$ cat config.mk
export PLATFORM = sky130hd
export DESIGN_NAME = load_adaptive_current
export DESIGN_NICKNAME = d
export VERILOG_FILES = /design/src/pkg/lacc_pkg.sv /design/src/hdl/coil_scale.sv /design/src/hdl/load_adaptive_current.sv
export SDC_FILE = /design/constraint.sdc
export NUM_CORES = 1
export LEC_CHECK = 0
export BUFFER_PORTS_ARGS = -buffer_cell sky130_fd_sc_hd__buf_2
export CORE_MARGIN = 3
export CORE_UTILIZATION = 40
export DETAILED_ROUTE_END_ITERATION = 10
export SLEW_MARGIN = 20
export SYNTH_ARGS = -nofsm -noshare
export SYNTH_HDL_FRONTEND = slang
export SYNTH_SLANG_ARGS = --single-unit
$ cat constraint.sdc
create_clock -name I_CLK_SYS -period 12.38 [get_ports I_CLK_SYS]
set_clock_uncertainty 0.05 [all_clocks]
set_input_delay 1.857 -clock I_CLK_SYS [delete_from_list [all_inputs] [get_ports I_CLK_SYS]]
set_output_delay 1.857 -clock I_CLK_SYS [all_outputs]
set_load 0.01 [all_outputs]
$ cat src/pkg/lacc_pkg.sv
package lacc_pkg;
    // configuration word layout
    localparam int          CFG_W        = 20;
    localparam int          PFX_LSB      = 17;
    localparam logic [2:0]  PFX_ADAPT    = 3'h5;
    localparam logic [2:0]  PFX_LOAD     = 3'h6;
    localparam int          MIN_SEL_BIT  = 15;
    localparam int          DEC_LSB      = 13;
    localparam int          UP_OFF_LSB   = 8;
    localparam int          INC_LSB      = 5;
    localparam int          LOW_TH_LSB   = 0;
    localparam int          FILT_BIT     = 16;
    localparam int          SENS_LSB     = 8;
    localparam int          CS_LSB       = 0;
    localparam int          TH_SHIFT     = 5;
    localparam int          SENS_SHIFT   = 4;
    localparam int          FILT_LAST    = 3;
    // register map
    localparam logic [7:0]  OFS_CFG      = 8'h00;
    localparam logic [7:0]  OFS_STATE    = 8'h04;
    localparam logic [7:0]  OFS_IRQ      = 8'h08;
    localparam logic [7:0]  OFS_MASK     = 8'h0c;
    localparam int          ST_LOAD_LSB  = 0;
    localparam int          ST_CUR_LSB   = 16;
    localparam int          ST_STALL_BIT = 24;
    localparam int          IRQ_STALL    = 0;
    localparam int          IRQ_UP       = 1;
    localparam int          IRQ_DOWN     = 2;
    localparam int          IRQ_W        = 3;
    // reset values
    localparam logic [12:0] ADAPT_RST    = 13'h0;
    localparam logic [12:0] LOAD_RST     = 13'h0;
    localparam logic [2:0]  MASK_RST     = 3'h0;

    typedef struct packed {
        logic       min_sel;
        logic [1:0] dec;
        logic [3:0] up_off;
        logic [1:0] inc;
        logic [3:0] low_th;
    } adapt_cfg_t;

    typedef struct packed {
        logic              filt;
        logic signed [6:0] sens;
        logic [4:0]        cs;
    } load_cfg_t;

    typedef struct packed {
        adapt_cfg_t       a;
        load_cfg_t        l;
        logic [4:0]       cur;
        logic [5:0]       dcnt;
        logic [1:0]       fcnt;
        logic [11:0]      facc;
        logic [9:0]       load;
        logic             lv;
        logic             stall;
        logic [IRQ_W-1:0] irq;
        logic [IRQ_W-1:0] mask;
        logic             irq_o;
        logic [31:0]      rdata;
    } state_t;

    function automatic logic [5:0] dec_target(input logic [1:0] code);
        case (code)
            2'h0:    dec_target = 6'h20;
            2'h1:    dec_target = 6'h08;
            2'h2:    dec_target = 6'h02;
            default: dec_target = 6'h01;
        endcase
    endfunction : dec_target
endpackage : lacc_pkg

$ cat src/hdl/coil_scale.sv
`timescale 1ns/1ps
module coil_scale #(
    parameter int W = 8
) (
    // clock and reset
    input  wire logic         clk,
    input  wire logic         rst_n,
    // data
    input  wire logic [W-1:0] i_cur,
    input  wire logic [4:0]   i_scale,
    output logic [W-1:0]      o_cur
);
    logic [W+5:0] prod;

    // scale is biased by one: 0 gives 1/32, 31 gives full
    always_comb begin
        prod = {6'h0, i_cur} * {{W{1'b0}}, 1'b0, i_scale + 5'h0} + {6'h0, i_cur};
    end

    always_ff @(posedge clk or negedge rst_n) begin
        if (!rst_n) begin
            o_cur <= '0;
        end else begin
            o_cur <= prod[W+4:5];
        end
    end
endmodule : coil_scale

$ cat src/hdl/load_adaptive_current.sv
`timescale 1ns/1ps
// Behaviour
// - prefix 101 loads adaptive current word
// - prefix 110 loads threshold and scale word
// - floor is half or quarter scale
// - decrement after 32/8/2/1 high samples
// - upper threshold is (low+offset+1)*32
// - low sample raises current 1/2/4/8
// - zero lower threshold disables adaptation
// - raise when load below low*32
// - filter updates load every four fullsteps
// - sensitivity threshold is signed seven bits
// - sensitivity shifts readout and stall flag
// - coil currents scaled by (cur+1)/32
// - scale applies in every drive mode
module load_adaptive_current #(
    parameter int COIL_W = 8
) (
    // clock and reset
    input  wire logic              I_CLK_SYS,
    input  wire logic              I_RESETN,
    // register bus
    input  wire logic [7:0]        I_ADDR,
    input  wire logic [31:0]       I_WDATA,
    input  wire logic              I_WR,
    input  wire logic              I_RD,
    output logic [31:0]            O_RDATA,
    // load measurement, one strobe per fullstep
    input  wire logic              I_LOAD_STROBE,
    input  wire logic [9:0]        I_LOAD_RAW,
    // digital coil currents
    input  wire logic [COIL_W-1:0] I_COIL_A,
    input  wire logic [COIL_W-1:0] I_COIL_B,
    output logic [COIL_W-1:0]      O_COIL_A,
    output logic [COIL_W-1:0]      O_COIL_B,
    // status
    output logic [9:0]             O_LOAD_VALUE,
    output logic [4:0]             O_CUR_SCALE,
    output logic                   O_STALL_INDICATOR_OUT,
    output logic                   O_IRQ
);
    localparam int IRQ_WL = lacc_pkg::IRQ_W - 1;

    lacc_pkg::state_t st;
    lacc_pkg::state_t n;

    logic       cfg_wr;
    logic [2:0] pfx;
    logic [4:0] floor_v;
    logic [9:0] lower_v;
    logic [9:0] upper_v;
    logic [5:0] up_sum;
    logic [4:0] up_tgt;
    logic       adapt_en;

    assign cfg_wr = I_WR && (I_ADDR == lacc_pkg::OFS_CFG);
    assign pfx    = I_WDATA[lacc_pkg::PFX_LSB +: 3];

    ////////////////////////////////////////////////////////////////////////
    // thresholds and limits from the current settings

    always_comb begin
        adapt_en = (st.a.low_th != 4'h0);
        if (st.a.min_sel) begin
            floor_v = st.l.cs >> 2;
        end else begin
            floor_v = st.l.cs >> 1;
        end
        lower_v = {1'b0, st.a.low_th, 5'h0};
        upper_v = {5'({1'b0, st.a.low_th} + {1'b0, st.a.up_off} + 5'h1), 5'h0};
        up_sum  = {1'b0, st.cur} + (6'h1 << st.a.inc);
        if (up_sum > {1'b0, st.l.cs}) begin
            up_tgt = st.l.cs;
        end else begin
            up_tgt = up_sum[4:0];
        end
    end

    ////////////////////////////////////////////////////////////////////////
    // next state

    always_comb begin
        logic [5:0]         tgt;
        logic [11:0]        avg;
        logic [9:0]         raw;
        logic signed [12:0] adj;
        logic [4:0]         nfloor;
        logic [IRQ_WL:0]    set;
        logic [IRQ_WL:0]    clr;
        tgt    = '0;
        avg    = '0;
        raw    = '0;
        adj    = '0;
        nfloor = '0;
        set    = '0;
        clr    = '0;
        n      = st;
        n.lv   = 1'b0;
        n.rdata = '0;

        // configuration words; other prefixes belong elsewhere
        if (cfg_wr && pfx == lacc_pkg::PFX_ADAPT) begin
            n.a.min_sel = I_WDATA[lacc_pkg::MIN_SEL_BIT];
            n.a.dec     = I_WDATA[lacc_pkg::DEC_LSB +: 2];
            n.a.up_off  = I_WDATA[lacc_pkg::UP_OFF_LSB +: 4];
            n.a.inc     = I_WDATA[lacc_pkg::INC_LSB +: 2];
            n.a.low_th  = I_WDATA[lacc_pkg::LOW_TH_LSB +: 4];
            n.dcnt      = '0;
        end
        // reserved bits are not stored, so stray ones do no harm
        if (cfg_wr && pfx == lacc_pkg::PFX_LOAD) begin
            n.l.filt = I_WDATA[lacc_pkg::FILT_BIT];
            n.l.sens = I_WDATA[lacc_pkg::SENS_LSB +: 7];
            n.l.cs   = I_WDATA[lacc_pkg::CS_LSB +: 5];
            n.fcnt   = '0;
            n.facc   = '0;
        end

        // load sampling, optionally averaged over four fullsteps
        if (I_LOAD_STROBE) begin
            if (st.l.filt) begin
                avg    = st.facc + {2'h0, I_LOAD_RAW};
                n.facc = avg;
                n.fcnt = st.fcnt + 2'h1;
                if (st.fcnt == 2'(lacc_pkg::FILT_LAST)) begin
                    raw    = avg[11:2];
                    n.lv   = 1'b1;
                    n.facc = '0;
                end
            end else begin
                raw  = I_LOAD_RAW;
                n.lv = 1'b1;
            end
        end
        if (n.lv) begin
            // signed offset moves readout range and stall point together
            adj = $signed({3'h0, raw}) + ($signed({{6{st.l.sens[6]}}, st.l.sens}) <<< lacc_pkg::SENS_SHIFT);
            if (adj < 13'sd0) begin
                n.load = '0;
            end else if (adj > 13'sd1023) begin
                n.load = 10'h3ff;
            end else begin
                n.load = adj[9:0];
            end
            n.stall = (n.load == 10'h0);
        end

        // adaptive current on each fresh load value
        if (st.lv && adapt_en) begin
            if (st.load < lower_v) begin
                n.cur  = up_tgt;
                n.dcnt = '0;
                set[lacc_pkg::IRQ_UP] = (up_tgt != st.cur);
            end else if (st.load >= upper_v) begin
                tgt    = lacc_pkg::dec_target(st.a.dec);
                n.dcnt = st.dcnt + 6'h1;
                if (st.dcnt + 6'h1 >= tgt) begin
                    n.dcnt = '0;
                    if (st.cur > floor_v) begin
                        n.cur = st.cur - 5'h1;
                        set[lacc_pkg::IRQ_DOWN] = 1'b1;
                    end
                end
            end else begin
                n.dcnt = '0;
            end
        end

        // limits follow any new setting in the same cycle
        if (n.a.min_sel) begin
            nfloor = n.l.cs >> 2;
        end else begin
            nfloor = n.l.cs >> 1;
        end
        if (n.a.low_th == 4'h0) begin
            n.cur = n.l.cs;
        end else if (n.cur > n.l.cs) begin
            n.cur = n.l.cs;
        end else if (n.cur < nfloor) begin
            n.cur = nfloor;
        end

        // interrupts: an event wins over a clear in the same cycle
        set[lacc_pkg::IRQ_STALL] = n.stall && !st.stall;
        if (I_WR && I_ADDR == lacc_pkg::OFS_IRQ) begin
            clr = I_WDATA[IRQ_WL:0];
        end
        if (I_WR && I_ADDR == lacc_pkg::OFS_MASK) begin
            n.mask = I_WDATA[IRQ_WL:0];
        end
        n.irq   = (st.irq & ~clr) | set;
        n.irq_o = |(n.irq & n.mask);

        // register reads, data valid the following cycle only
        if (I_RD) begin
            case (I_ADDR)
                lacc_pkg::OFS_STATE: begin
                    n.rdata[lacc_pkg::ST_LOAD_LSB +: 10] = st.load;
                    n.rdata[lacc_pkg::ST_CUR_LSB +: 5]   = st.cur;
                    n.rdata[lacc_pkg::ST_STALL_BIT]      = st.stall;
                end
                lacc_pkg::OFS_IRQ: begin
                    n.rdata[IRQ_WL:0] = st.irq;
                end
                lacc_pkg::OFS_MASK: begin
                    n.rdata[IRQ_WL:0] = st.mask;
                end
                default: begin
                    n.rdata = '0;
                end
            endcase
        end
    end

    always_ff @(posedge I_CLK_SYS or negedge I_RESETN) begin
        if (!I_RESETN) begin
            st      <= '0;
            st.a    <= lacc_pkg::ADAPT_RST;
            st.l    <= lacc_pkg::LOAD_RST;
            st.mask <= lacc_pkg::MASK_RST;
        end else begin
            st <= n;
        end
    end

    ////////////////////////////////////////////////////////////////////////
    // outputs

    assign O_RDATA               = st.rdata;
    assign O_LOAD_VALUE          = st.load;
    assign O_CUR_SCALE           = st.cur;
    assign O_STALL_INDICATOR_OUT = st.stall;
    assign O_IRQ                 = st.irq_o;

    // same scaler in serial and step/direction operation
    coil_scale #(.W(COIL_W)) u_scale_a (
        .clk     (I_CLK_SYS),
        .rst_n   (I_RESETN),
        .i_cur   (I_COIL_A),
        .i_scale (st.cur),
        .o_cur   (O_COIL_A)
    );

    coil_scale #(.W(COIL_W)) u_scale_b (
        .clk     (I_CLK_SYS),
        .rst_n   (I_RESETN),
        .i_cur   (I_COIL_B),
        .i_scale (st.cur),
        .o_cur   (O_COIL_B)
    );
endmodule : load_adaptive_current

==> flow_metrics.env, run 1 <==
export IMPL_synth_avg_cell_area_sq_um=9.26
export IMPL_first_iter_violations=259
export IMPL_p_per_area_mw_per_mm2=219
export IMPL_clkSlewWorstSetupHoldPaths_ns=0.08
export IMPL_overflow=0
export IMPL_finalNonFillerCells=1325
export IMPL_drc=0
export IMPL_seq_area_sq_mm=0.00255
export IMPL_fin_nets=1255
export IMPL_route_vias_total=6775
export IMPL_die_w_um=156
export IMPL_clkLatencyLatePin_ns=0.37
export IMPL_cap_violations=0
export IMPL_initial_utilization_pct=41.0
export IMPL_whs_endpoint="st[62]$_DFF_PN0_"
export IMPL_root_buffer="clkbuf_16"
export IMPL_ant_nets=0
export IMPL_setup_violations=0
export IMPL_cts_num_sinks=102
export IMPL_synth_area_sq_mm=0.00900
export IMPL_grt_max_degree=59
export IMPL_grt_setup_unrepaired="false"
export IMPL_dp_hpwl_um=16200
export IMPL_areaGrowthSynthToFinish_pct=9.67
export IMPL_die_area_sq_mm=0.0243
export IMPL_power_total_mw=2.16
export IMPL_vias_per_cell=5.11
export IMPL_fmax_mhz=174
export IMPL_ys_ff_latch=102
export IMPL_cp_cell_sequence="buf_2 > ha_1 > fa_1 > a21o_1 > a21oi_1 > o21bai_1 > a21oi_1 > xnor2_1 > a22oi_1 > nor2b_1 > ha_1 > fa_1 > a21o_1 > a21oi_1 > o21bai_1 > a21oi_1 > xnor2_1 > nor2b_1 > o21a_1 > o41ai_1"
export IMPL_cts_resized=0
export IMPL_synthArstFlopShare_pct=100
export IMPL_utilization_pct=45.0
export IMPL_portBuffers=106
export IMPL_slew_violations=0
export IMPL_wl_per_cell_um=15.7
export IMPL_cp_num_buf_inv=1
export IMPL_syn_inst=972
export IMPL_io_pins=136
export IMPL_crit_fanout=11
export IMPL_holdCritPathClass="flop to flop"
export IMPL_yosys_warnings=0
export IMPL_post_place_cells=1307
export IMPL_worstSetupPathType="input pin to flop"
export IMPL_row_count=54
export IMPL_coreArea_sq_mm=0.0220
export IMPL_worstPathArrival_ns=5.96
export IMPL_worst_pin_slew_ns=0.882
export IMPL_cts_path_max_buffers=2
export IMPL_multi_input_area_sq_mm=0.00571
export IMPL_crit_top_cell="a21oi_1"
export IMPL_synth_flop_cell="dfrtp_1"
export IMPL_setup_slack_ns=6.62
export IMPL_synth_seq_area_share_pct=28.3
export IMPL_place_congestion=0.867
export IMPL_cts_hold_buffers=0
export IMPL_fin_crit_sh_pct=46.5
export IMPL_status="complete, no violations"
export IMPL_relSlewSlack_pct=41.2
export IMPL_grt_total_usage_pct=17.8
export IMPL_worstRegToRegCells=20
export IMPL_ir_drop_v=0.0000984
export IMPL_r2r_slack_ns=6.66
export IMPL_ys_types=64
export IMPL_cts_tree="done"
export IMPL_tns_ns=0
export IMPL_hold_violations=0
export IMPL_holdPathStages=1
export IMPL_crit_required_ns=12.58
export IMPL_synth_edf_count=0
export IMPL_grt_pass1_wl_um=35000
export IMPL_period_needed_ns=5.76
export IMPL_holdCritStartpoint="st[62]$_DFF_PN0_"
export IMPL_leakage_nw=5.06
export IMPL_end_kind="flop"
export IMPL_cp_slowest_cell="fa_1"
export IMPL_r2r_start="O_CUR_SCALE[0]$_DFF_PN0_"
export IMPL_htreeDepth=3
export IMPL_first_pass_iters=4
export IMPL_place_ws_ns=6.24
export IMPL_dieHeight_um=156
export IMPL_grt_pass1_vias=6837
export IMPL_wl_um=20800
export IMPL_cp_depth=20
export IMPL_max_stage_delay_ns=0.41
export IMPL_nFillCells=2113
export IMPL_drive_above_1_share_pct=16.0
export IMPL_cts_made_buffers=9
export IMPL_crit_family="compound AO/OA/AOI/OAI gates"
export IMPL_start_kind="input pin"
export IMPL_post_cts_buffers=0
export IMPL_antenna_found_initial=1
export IMPL_timing_rr_end="O_CUR_SCALE[4]$_DFF_PN0_"
-- kinds of logic after synthesis --
| kind of cell | after synthesis | synth area share, % |
|---|---|---|
| adder cells (fa/ha/maj) | 146 | 24.8 |
| AND/OR/NAND/NOR | 292 | 16.6 |
| other | 1 | 0.0416 |
| XOR/XNOR | 39 | 3.79 |
| flip-flops | 102 | 28.3 |
| AO/OA/AOI/OAI | 189 | 13.5 |
| multiplexers | 31 | 3.77 |
| buffers and inverters | 172 | 9.14 |
-- cell usage after synthesis (23+ instances only) --
cell / n / area share (%)
a21oi_1: 41 / 2.3
and2_1: 55 / 3.8
buf_4: 47 / 3.9
clkbuf_1: 24 / 1.0
dfrtp_1: 102 / 28
fa_1: 54 / 12
ha_1: 92 / 13
inv_1: 97 / 4.0
mux2_2: 23 / 2.9
nand2_1: 102 / 4.3
nor2_1: 44 / 1.8
o21ai_0: 59 / 3.3
xnor2_1: 25 / 2.4
-- flip-flops by register name, indices dropped and copies added, names as in the netlist --
name	cells
u_scale_b.o_cur	8
lower_v	4
O_LOAD_VALUE	10
O_STALL_INDICATOR_OUT	1
O_CUR_SCALE	5
u_scale_a.o_cur	8
O_RDATA	16
O_IRQ	1
st	49
-- area by class of cell --
class | instances | area share, %
multi-input cells | 713 | 57.8
flip-flops and latches | 102 | 25.8
repair buffers | 115 | 6.08
inverters | 97 | 3.69
well taps | 280 | 3.55
clock buffers | 10 | 2.32
clock inverters | 6 | 0.684
diodes | 2 | 0.0507
-- per-stage QoR --
| stage | hold WS [ns] | area (sq um) |
|---|---|---|
| finish | 0.460 | 9870 |
| global route | 0.485 | 9870 |
| CTS | 0.457 | 9870 |
| detailed placement | 0.442 | 9570 |
| global placement | 0.439 | 9570 |
| floorplan | 0.403 | 9060 |
-- worst reg2reg max path: stages, from the launching register on --
cell,delay [ns]
dfrtp_1,0.68
ha_1,0.41
fa_1,0.41
a21o_1,0.17
a21oi_1,0.16
xnor2_1,0.21
ha_1,0.31
mux2i_1,0.15
o21a_1,0.33
mux2_2,0.42
a221oi_1,0.32
inv_1,0.14
ha_1,0.30
nor2b_1,0.13
o21a_1,0.15
o21ai_0,0.15
nand2b_1,0.08
a21oi_1,0.16
a31oi_1,0.08
nor2_1,0.41
mux2_2,0.40
-- report_power, final --
part / internal (mW) / total (mW) / switching (mW)
Sequential: 0.419 / 0.485 / 0.0666
Combinational: 0.627 / 1.38 / 0.753
Clock: 0.143 / 0.292 / 0.149
Total: 1.19 / 2.16 / 0.969
-- how the worst max path moves through the flow --
stage,startpoint,end,slack [ns]
finish,I_LOAD_RAW[0],O_LOAD_VALUE[9]$_DFFE_PN0P_,6.62
global placement,I_LOAD_RAW[0],O_LOAD_VALUE[9]$_DFFE_PN0P_,6.29
global route,I_LOAD_RAW[0],O_IRQ$_DFF_PN0_,6.11
floorplan,I_LOAD_RAW[0],O_IRQ$_DFF_PN0_,6.87
detailed placement,I_LOAD_RAW[0],O_LOAD_VALUE[9]$_DFFE_PN0P_,6.24
CTS,I_LOAD_RAW[0],O_LOAD_VALUE[9]$_DFFE_PN0P_,6.61
-- placed cells by master, fill, tap and decap left out, drive strengths merged, types with 3 or more instances in the layout --
| master | count |
|---|---|
| nand3 | 14 |
| buf | 115 |
| nor4 | 8 |
| o21ai | 62 |
| conb | 16 |
| a211oi | 3 |
| a31oi | 7 |
| xor2 | 14 |
| a22oi | 8 |
| o21a | 12 |
| ha | 92 |
| mux2 | 23 |
| a21o | 12 |
| nand4 | 6 |
| inv | 100 |
| mux2i | 8 |
| a21boi | 3 |
| o31ai | 4 |
| clkinv | 3 |
| o21bai | 8 |
| fa | 54 |
| nor2 | 44 |
| xnor2 | 25 |
| a21oi | 41 |
| nand2 | 102 |
| o41ai | 3 |
| a22o | 13 |
| and2 | 55 |
| or2 | 3 |
| and3 | 4 |
| nor2b | 14 |
| nand2b | 14 |
| clkbuf | 10 |
| or3 | 8 |
| nor3 | 12 |
| dfrtp | 102 |
-- layer usage --
layer	GRT usage [%]	part of all wire (%)	routed length (um)	vias up
met5	0	0	0	-
met4	4.50	1.4	286	0
met3	3.27	3.9	810	20
met2	29.2	47	9730	143
met1	24.4	48	10000	3261
li1	-	-	-	3351
(Power assumes the default switching activity.)
==> run 2, diff against run 1 <==
--- a/config.mk
+++ b/config.mk
@@ -5,6 +5,7 @@
 export SDC_FILE = /design/constraint.sdc
 export NUM_CORES = 1
 export LEC_CHECK = 0
+export ABC_AREA = 1
 export BUFFER_PORTS_ARGS = -buffer_cell sky130_fd_sc_hd__buf_2
 export CORE_MARGIN = 3
 export CORE_UTILIZATION = 40
==> constraint.sdc (replaced) <==
create_clock -name I_CLK_SYS -period 5.6 [get_ports I_CLK_SYS]
set_clock_uncertainty 0.05 [all_clocks]
set_input_delay 0.84 -clock I_CLK_SYS [delete_from_list [all_inputs] [get_ports I_CLK_SYS]]
set_output_delay 0.84 -clock I_CLK_SYS [all_outputs]
set_load 0.01 [all_outputs]
==> run 2 against run 1 <==
Sequential power up 92%. Largest cell class unchanged. Cell count up 15%. Register-to-register slack worse by 5.7 ns. Highest routed layer is now met5. Largest power group unchanged.
==> flow_metrics.env, run 2 <==
export IMPL_crit_start="O_CUR_SCALE[0]$_DFF_PN0_"
export IMPL_dieHeight_um=158
export IMPL_drc=0
export IMPL_coreArea_sq_mm=0.0222
export IMPL_synthArstFlopShare_pct=100
export IMPL_r2r_start="O_CUR_SCALE[0]$_DFF_PN0_"
export IMPL_overflow=0
export IMPL_cts_made_buffers=9
export IMPL_grt_total_usage_pct=17.6
export IMPL_place_congestion=0.883
export IMPL_antenna_found_initial=1
export IMPL_end_kind="flop"
export IMPL_htreeDepth=3
export IMPL_period_needed_ns=4.60
export IMPL_post_cts_buffers=0
export IMPL_relSlewSlack_pct=41.6
export IMPL_cp_slowest_cell="dfrtp_1"
export IMPL_route_vias_total=7251
export IMPL_cts_tree="done"
export IMPL_synth_area_sq_mm=0.00919
export IMPL_cp_depth=23
export IMPL_mostFrequentLayoutCells="nand2_1, inv_1, buf_2"
export IMPL_first_iter_violations=300
export IMPL_crit_fanout=20
export IMPL_initial_utilization_pct=41.4
export IMPL_max_stage_delay_ns=0.72
export IMPL_largest_reg_flops=49
export IMPL_grt_setup_unrepaired="false"
export IMPL_drive_above_1_share_pct=13.0
export IMPL_first_pass_iters=5
export IMPL_holdCritPathClass="flop to flop"
export IMPL_synth_avg_cell_area_sq_um=7.90
export IMPL_io_pins=136
export IMPL_wl_per_cell_um=13.6
export IMPL_p_comb_share_pct=37.8
export IMPL_crit_required_ns=5.80
export IMPL_status="complete, no violations"
export IMPL_p_per_area_mw_per_mm2=252
export IMPL_layout_commonest_cell="nand2_1"
export IMPL_holdPathStages=2
export IMPL_yosys_warnings=0
export IMPL_grt_pass1_wl_um=35300
export IMPL_diodes=0
export IMPL_crit_family="adder cells"
export IMPL_hold_violations=0
export IMPL_p_int_mw=1.55
export IMPL_pwr_share_seq_pct=36.8
export IMPL_utilization_pct=45.1
export IMPL_die_w_um=158
export IMPL_clkSlewWorstSetupHoldPaths_ns=0.08
export IMPL_synth_flop_cell="dfrtp_1"
export IMPL_ant_nets=0
export IMPL_cts_hold_buffers=0
export IMPL_cap_violations=0
export IMPL_ir_drop_v=0.000176
export IMPL_synth_seq_area_share_pct=27.8
export IMPL_syn_inst=1164
export IMPL_cts_resized=0
export IMPL_worst_pin_slew_ns=0.876
export IMPL_start_kind="flop"
export IMPL_fmax_mhz=217
export IMPL_holdCritStartpoint="st[95]$_DFFE_PN0P_"
export IMPL_tns_ns=0
export IMPL_crit_top_cell="nand2_1"
export IMPL_dp_hpwl_um=16600
export IMPL_p_sw_share_pct=38.5
export IMPL_row_count=54
export IMPL_yosys_top_cells_area="dfrtp_1, ha_1, fa_1"
export IMPL_cp_cell_sequence="ha_1 > fa_1 > xor2_1 > ha_1 > nand2_1 > inv_1 > nand2_1 > nand2_1 > nand2_1 > nand2_1 > nand2_1 > nand2_1 > o21ai_0 > o22ai_1 > a21oi_1 > ha_1 > nand2_1 > o21bai_1 > a2bb2oi_1 > nor2_4 > nand3_1 > nand2_1 > inv_1"
export IMPL_clkLatencyLatePin_ns=0.36
export IMPL_areaGrowthSynthToFinish_pct=9.12
export IMPL_ys_ff_latch=102
export IMPL_portBuffers=106
export IMPL_yosysTopAreaCell="dfrtp_1"
export IMPL_die_area_sq_mm=0.0248
export IMPL_synthDominantCellAreaShare_pct=27.8
export IMPL_fin_nets=1454
export IMPL_grt_pass1_vias=7191
export IMPL_vias_per_cell=4.76
export IMPL_whs_endpoint="st[95]$_DFFE_PN0P_"
export IMPL_cp_num_buf_inv=2
export IMPL_p_switching_uw=975
export IMPL_root_buffer="clkbuf_16"
export IMPL_leakage_nw=5.83
export IMPL_cts_num_sinks=102
export IMPL_synth_edf_count=0
export IMPL_wl_um=20700
export IMPL_ys_types=52
export IMPL_clkPwrFrac_pct=25.4
export IMPL_grt_max_degree=55
export IMPL_worstSetupPathType="flop to flop"
export IMPL_r2r_slack_ns=1.0
export IMPL_slew_violations=0
export IMPL_regMostFlops="st"
export IMPL_synth_most_common_cell="nand2_1"
export IMPL_timing_rr_end="O_CUR_SCALE[1]$_DFF_PN0_"
export IMPL_cts_path_max_buffers=2
export IMPL_worstPathArrival_ns=4.81
export IMPL_worstRegToRegCells=23
export IMPL_fin_crit_sh_pct=82.2
export IMPL_synthTopCellsByCount="nand2_1, inv_1, dfrtp_1"
export IMPL_setup_violations=0
## run 2: cell types whose count changed in the layout (fill, tap and decap cells not counted), moves of 13 or more
| cell | before | now |
|---|---|---|
| nand2_1 | 102 | 267 |
| inv_1 | 97 | 233 |
| and2_1 | 55 | 0 |
| nand3_1 | 14 | 60 |
| mux2_2 | 23 | 0 |
| xor2_1 | 14 | 32 |
| xnor2_1 | 25 | 9 |
| nor2b_1 | 14 | 0 |
| nand2b_1 | 13 | 0 |
## run 2: how the worst max path moves through the flow
stage | end
finish | O_CUR_SCALE[1]$_DFF_PN0_
detailed placement | O_IRQ$_DFF_PN0_
global placement | O_IRQ$_DFF_PN0_
CTS | O_CUR_SCALE[1]$_DFF_PN0_
global route | O_CUR_SCALE[1]$_DFF_PN0_
floorplan | u_scale_b.o_cur[7]$_DFF_PN0_
## run 2: per-stage QoR
stage	setup slack, ns	hold WS [ns]	cells	cell area, sq um	power, mW
floorplan	1.25	0.403	1179	9250	1.68
global placement	0.802	0.421	1506	9740	1.89
detailed placement	0.715	0.427	1506	9740	1.91
CTS	0.977	0.447	1522	10000	2.56
global route	0.547	0.462	1522	10000	2.75
finish	0.996	0.445	1522	10000	2.53
## run 2: layout make-up
| class | instances | area [sq um] |
|---|---|---|
| repair buffers | 112 | 578 |
| inverters | 237 | 892 |
| clock inverters | 6 | 53.8 |
| multi-input cells | 775 | 5370 |
| flip-flops and latches | 102 | 2550 |
| clock buffers | 10 | 239 |
| fillers | 2235 | 12200 |
| well taps | 280 | 350 |
## run 2: per-layer routing
metal | GRT usage (%) | up-vias | part of all wire, %
met3 | 2.62 | 23 | 3.2
met4 | 4.26 | 2 | 1.4
met1 | 24.9 | 3380 | 49
met2 | 28.5 | 111 | 46
li1 | - | 3735 | -
met5 | 0 | - | 0.063
## run 2: kinds of logic (layout without fill, tap and decap cells)
kind of cell / after synthesis / count (layout) / share of synthesized area, %
XOR/XNOR: 41 / 41 / 3.91
flip-flops: 102 / 102 / 27.8
other: 1 / 16 / 0.0408
AND/OR/NAND/NOR: 417 / 417 / 19.7
buffers and inverters: 302 / 365 / 14.5
AO/OA/AOI/OAI: 155 / 155 / 9.85
adder cells (fa/ha/maj): 146 / 146 / 24.3
## run 2: power by group through the flow
stage | clock network, mW | logic [mW] | registers [mW]
floorplan | 0 | 0.738 | 0.938
global placement | 0 | 0.949 | 0.943
detailed placement | 0 | 0.962 | 0.946
CTS | 0.659 | 0.968 | 0.932
global route | 0.688 | 1.12 | 0.947
finish | 0.643 | 0.956 | 0.931
## run 2: worst reg2reg max path: stages (launching register included)
cell and delay [ns]:
dfrtp_1 0.72, ha_1 0.43, fa_1 0.41, xor2_1 0.23, ha_1 0.27, nand2_1 0.07, inv_1 0.05, nand2_1 0.05
nand2_1 0.04, nand2_1 0.05, nand2_1 0.04, nand2_1 0.08, nand2_1 0.16, o21ai_0 0.34, o22ai_1 0.11, a21oi_1 0.32
ha_1 0.30, nand2_1 0.08, o21bai_1 0.11, a2bb2oi_1 0.11, nor2_4 0.23, nand3_1 0.11, nand2_1 0.10, inv_1 0.04
==> run 3, diff against run 2 <==
==> constraint.sdc (replaced) <==
create_clock -name I_CLK_SYS -period 3.9 [get_ports I_CLK_SYS]
set_clock_uncertainty 0.05 [all_clocks]
set_input_delay 0.585 -clock I_CLK_SYS [delete_from_list [all_inputs] [get_ports I_CLK_SYS]]
set_output_delay 0.585 -clock I_CLK_SYS [all_outputs]
set_load 0.01 [all_outputs]
==> run 3 against run 2 <==
Power is 71% higher. First-iteration DRC count is 7.0% higher. Critical path type unchanged. The flow now finishes with violations (setup timing). Non-clock buffer count is 160 higher.
==> flow_metrics.env, run 3 (synthesis gave the netlist of run 2 again) <==
export IMPL_status="complete, but fails checks"
export IMPL_violations="setup timing"
export IMPL_setup_violations=1
export IMPL_worst_pin_slew_ns=0.696
export IMPL_coreArea_sq_mm=0.0222
export IMPL_holdCritPathClass="input pin to async pin"
export IMPL_diodes=0
export IMPL_max_stage_delay_ns=0.53
export IMPL_cts_made_buffers=9
export IMPL_cts_hold_buffers=0
export IMPL_antenna_found_initial=0
export IMPL_route_vias_total=8140
export IMPL_grt_pass1_vias=7749
export IMPL_drive_above_1_share_pct=32.9
export IMPL_grt_max_degree=51
export IMPL_place_ws_ns=-0.540
export IMPL_wl_per_cell_um=14.1
export IMPL_row_count=54
export IMPL_slew_violations=0
export IMPL_first_iter_violations=321
export IMPL_areaGrowthSynthToFinish_pct=31.2
export IMPL_io_pins=136
export IMPL_multi_input_area_sq_mm=0.00607
export IMPL_period_needed_ns=3.92
export IMPL_crit_required_ns=4.12
export IMPL_dpl_cell_area_sq_mm=0.0107
export IMPL_nFillCells=2042
export IMPL_fin_nets=1615
export IMPL_ir_drop_v=0.000349
export IMPL_finalInstanceArea_sq_mm=0.0121
export IMPL_vias_per_cell=4.84
export IMPL_wl_um=23700
export IMPL_initial_utilization_pct=41.4
export IMPL_layout_commonest_cell="nand2_1"
export IMPL_fmax_mhz=255
export IMPL_ant_nets=0
export IMPL_clkSlewWorstSetupHoldPaths_ns=0.08
export IMPL_cts_tree="done"
export IMPL_dp_hpwl_um=18100
export IMPL_first_pass_iters=5
export IMPL_overflow=0
export IMPL_crit_fanout=8
export IMPL_tns_ns=-0.0184
export IMPL_p_per_area_mw_per_mm2=358
export IMPL_power_total_mw=4.31
export IMPL_cap_violations=0
export IMPL_grt_total_usage_pct=18.7
export IMPL_portBuffers=106
export IMPL_setup_slack_ns=-0.0184
export IMPL_regMostFlops="st"
export IMPL_htreeDepth=3
export IMPL_cts_num_sinks=102
export IMPL_grt_pass1_wl_um=37300
export IMPL_cp_cell_sequence="buf_6 > nand2_2 > inv_2 > fa_1 > inv_2 > fa_1 > fa_1 > inv_2 > ha_4 > a21oi_2 > o21ai_2 > a21oi_2 > o21ai_2 > a21oi_2 > o21bai_1 > a21o_1 > a21oi_2 > xnor2_1"
export IMPL_clkLatencyLatePin_ns=0.36
export IMPL_end_kind="flop"
export IMPL_mostFrequentLayoutCells="nand2_1, inv_1, buf_4"
export IMPL_seq_area_sq_mm=0.00256
export IMPL_cp_slowest_cell="fa_1"
export IMPL_grt_setup_unrepaired="true"
export IMPL_crit_top_cell="a21oi_2"
export IMPL_die_w_um=158
export IMPL_fin_crit_sh_pct=100
export IMPL_worstPathArrival_ns=4.14
export IMPL_hold_violations=0
export IMPL_cts_path_max_buffers=2
export IMPL_worstSetupPathType="flop to flop"
export IMPL_place_congestion=0.891
export IMPL_start_kind="flop"
export IMPL_drc=0
export IMPL_largest_reg_flops=49
export IMPL_dieHeight_um=158
export IMPL_root_buffer="clkbuf_16"
export IMPL_die_area_sq_mm=0.0248
export IMPL_leakage_nw=6.67
export IMPL_relSlewSlack_pct=53.6
run 3: changes by cell type in the layout (fill, tap and decap cells not counted), moves of 18 or more:
cell	delta
a21oi_2	+22
nand2_1	-22
nand2_2	+18
a21oi_1	-25
ha_1	-20
buf_4	+144
run 3: where the power goes:
| part | total (mW) | internal (mW) | switching (mW) |
|---|---|---|---|
| registers | 1.36 | 1.22 | 0.134 |
| logic | 1.97 | 0.936 | 1.03 |
| clock network | 0.989 | 0.520 | 0.469 |
| total | 4.31 | 2.68 | 1.64 |
run 3: through the flow:
stage | hold slack [ns] | util (%) | instances
2_1_floorplan | 0.239 | - | 1179
3_3_place_gp | 0.423 | 48.0 | 1622
3_5_place_dp | 0.434 | 48.0 | 1622
4_1_cts | 0.237 | 50.5 | 1652
5_1_grt | 0.276 | 54.2 | 1683
6_report | 0.224 | 54.2 | 1683
run 3: layout make-up:
cell class | instances | share of cell area, %
Multi-Input combinational cell | 776 | 50.3
Sequential cell | 102 | 21.2
Timing Repair Buffer | 272 | 15.5
Inverter | 237 | 7.40
Tap cell | 280 | 2.91
Clock buffer | 9 | 1.87
Clock inverter | 7 | 0.809
run 3: worst paths after layout:
path	slack (ns)	startpoint	end	depth (start not counted)
min reg2reg	0.46	st[70]$_DFFE_PN0P_	st[70]$_DFFE_PN0P_	2
max reg2reg	-0.02	O_CUR_SCALE[0]$_DFF_PN0_	u_scale_b.o_cur[7]$_DFF_PN0_	18
min	0.22	I_RESETN	u_scale_b.o_cur[0]$_DFF_PN0_	1
max in group asynchronous	2.64	I_RESETN	st[93]$_DFFE_PN0P_	2
max	-0.02	O_CUR_SCALE[0]$_DFF_PN0_	u_scale_b.o_cur[7]$_DFF_PN0_	18
min in group I_CLK_SYS	0.36	I_WDATA[12]	st[85]$_DFFE_PN0P_	3
run 3: layer usage:
metal  routed length [um]  vias to the layer above  GRT usage [%]
met1                11000                     3902           25.7
met5                    0                        -              0
met3                  828                       29           2.35
met4                  399                        0           4.59
li1                     -                     4060              -
met2                11400                      149           31.6
run 3: worst max-delay path, delay by kind of cell (launching register included):
kind / cells / cell delay, ns
compound gates: 8 / 1.12
xor+xnor: 1 / 0.13
fa+ha+maj: 4 / 1.72
buf+inv: 4 / 0.29
flops: 1 / 0.47
simple gates: 1 / 0.06
run 3: timing repair:
action                                  in CTS  in global routing
gates resized for setup                     37                138
endpoints found under the setup margin      13                 25
setup buffers                               13                 31
gates cloned                                 1                  0
pin swaps                                   19                 67
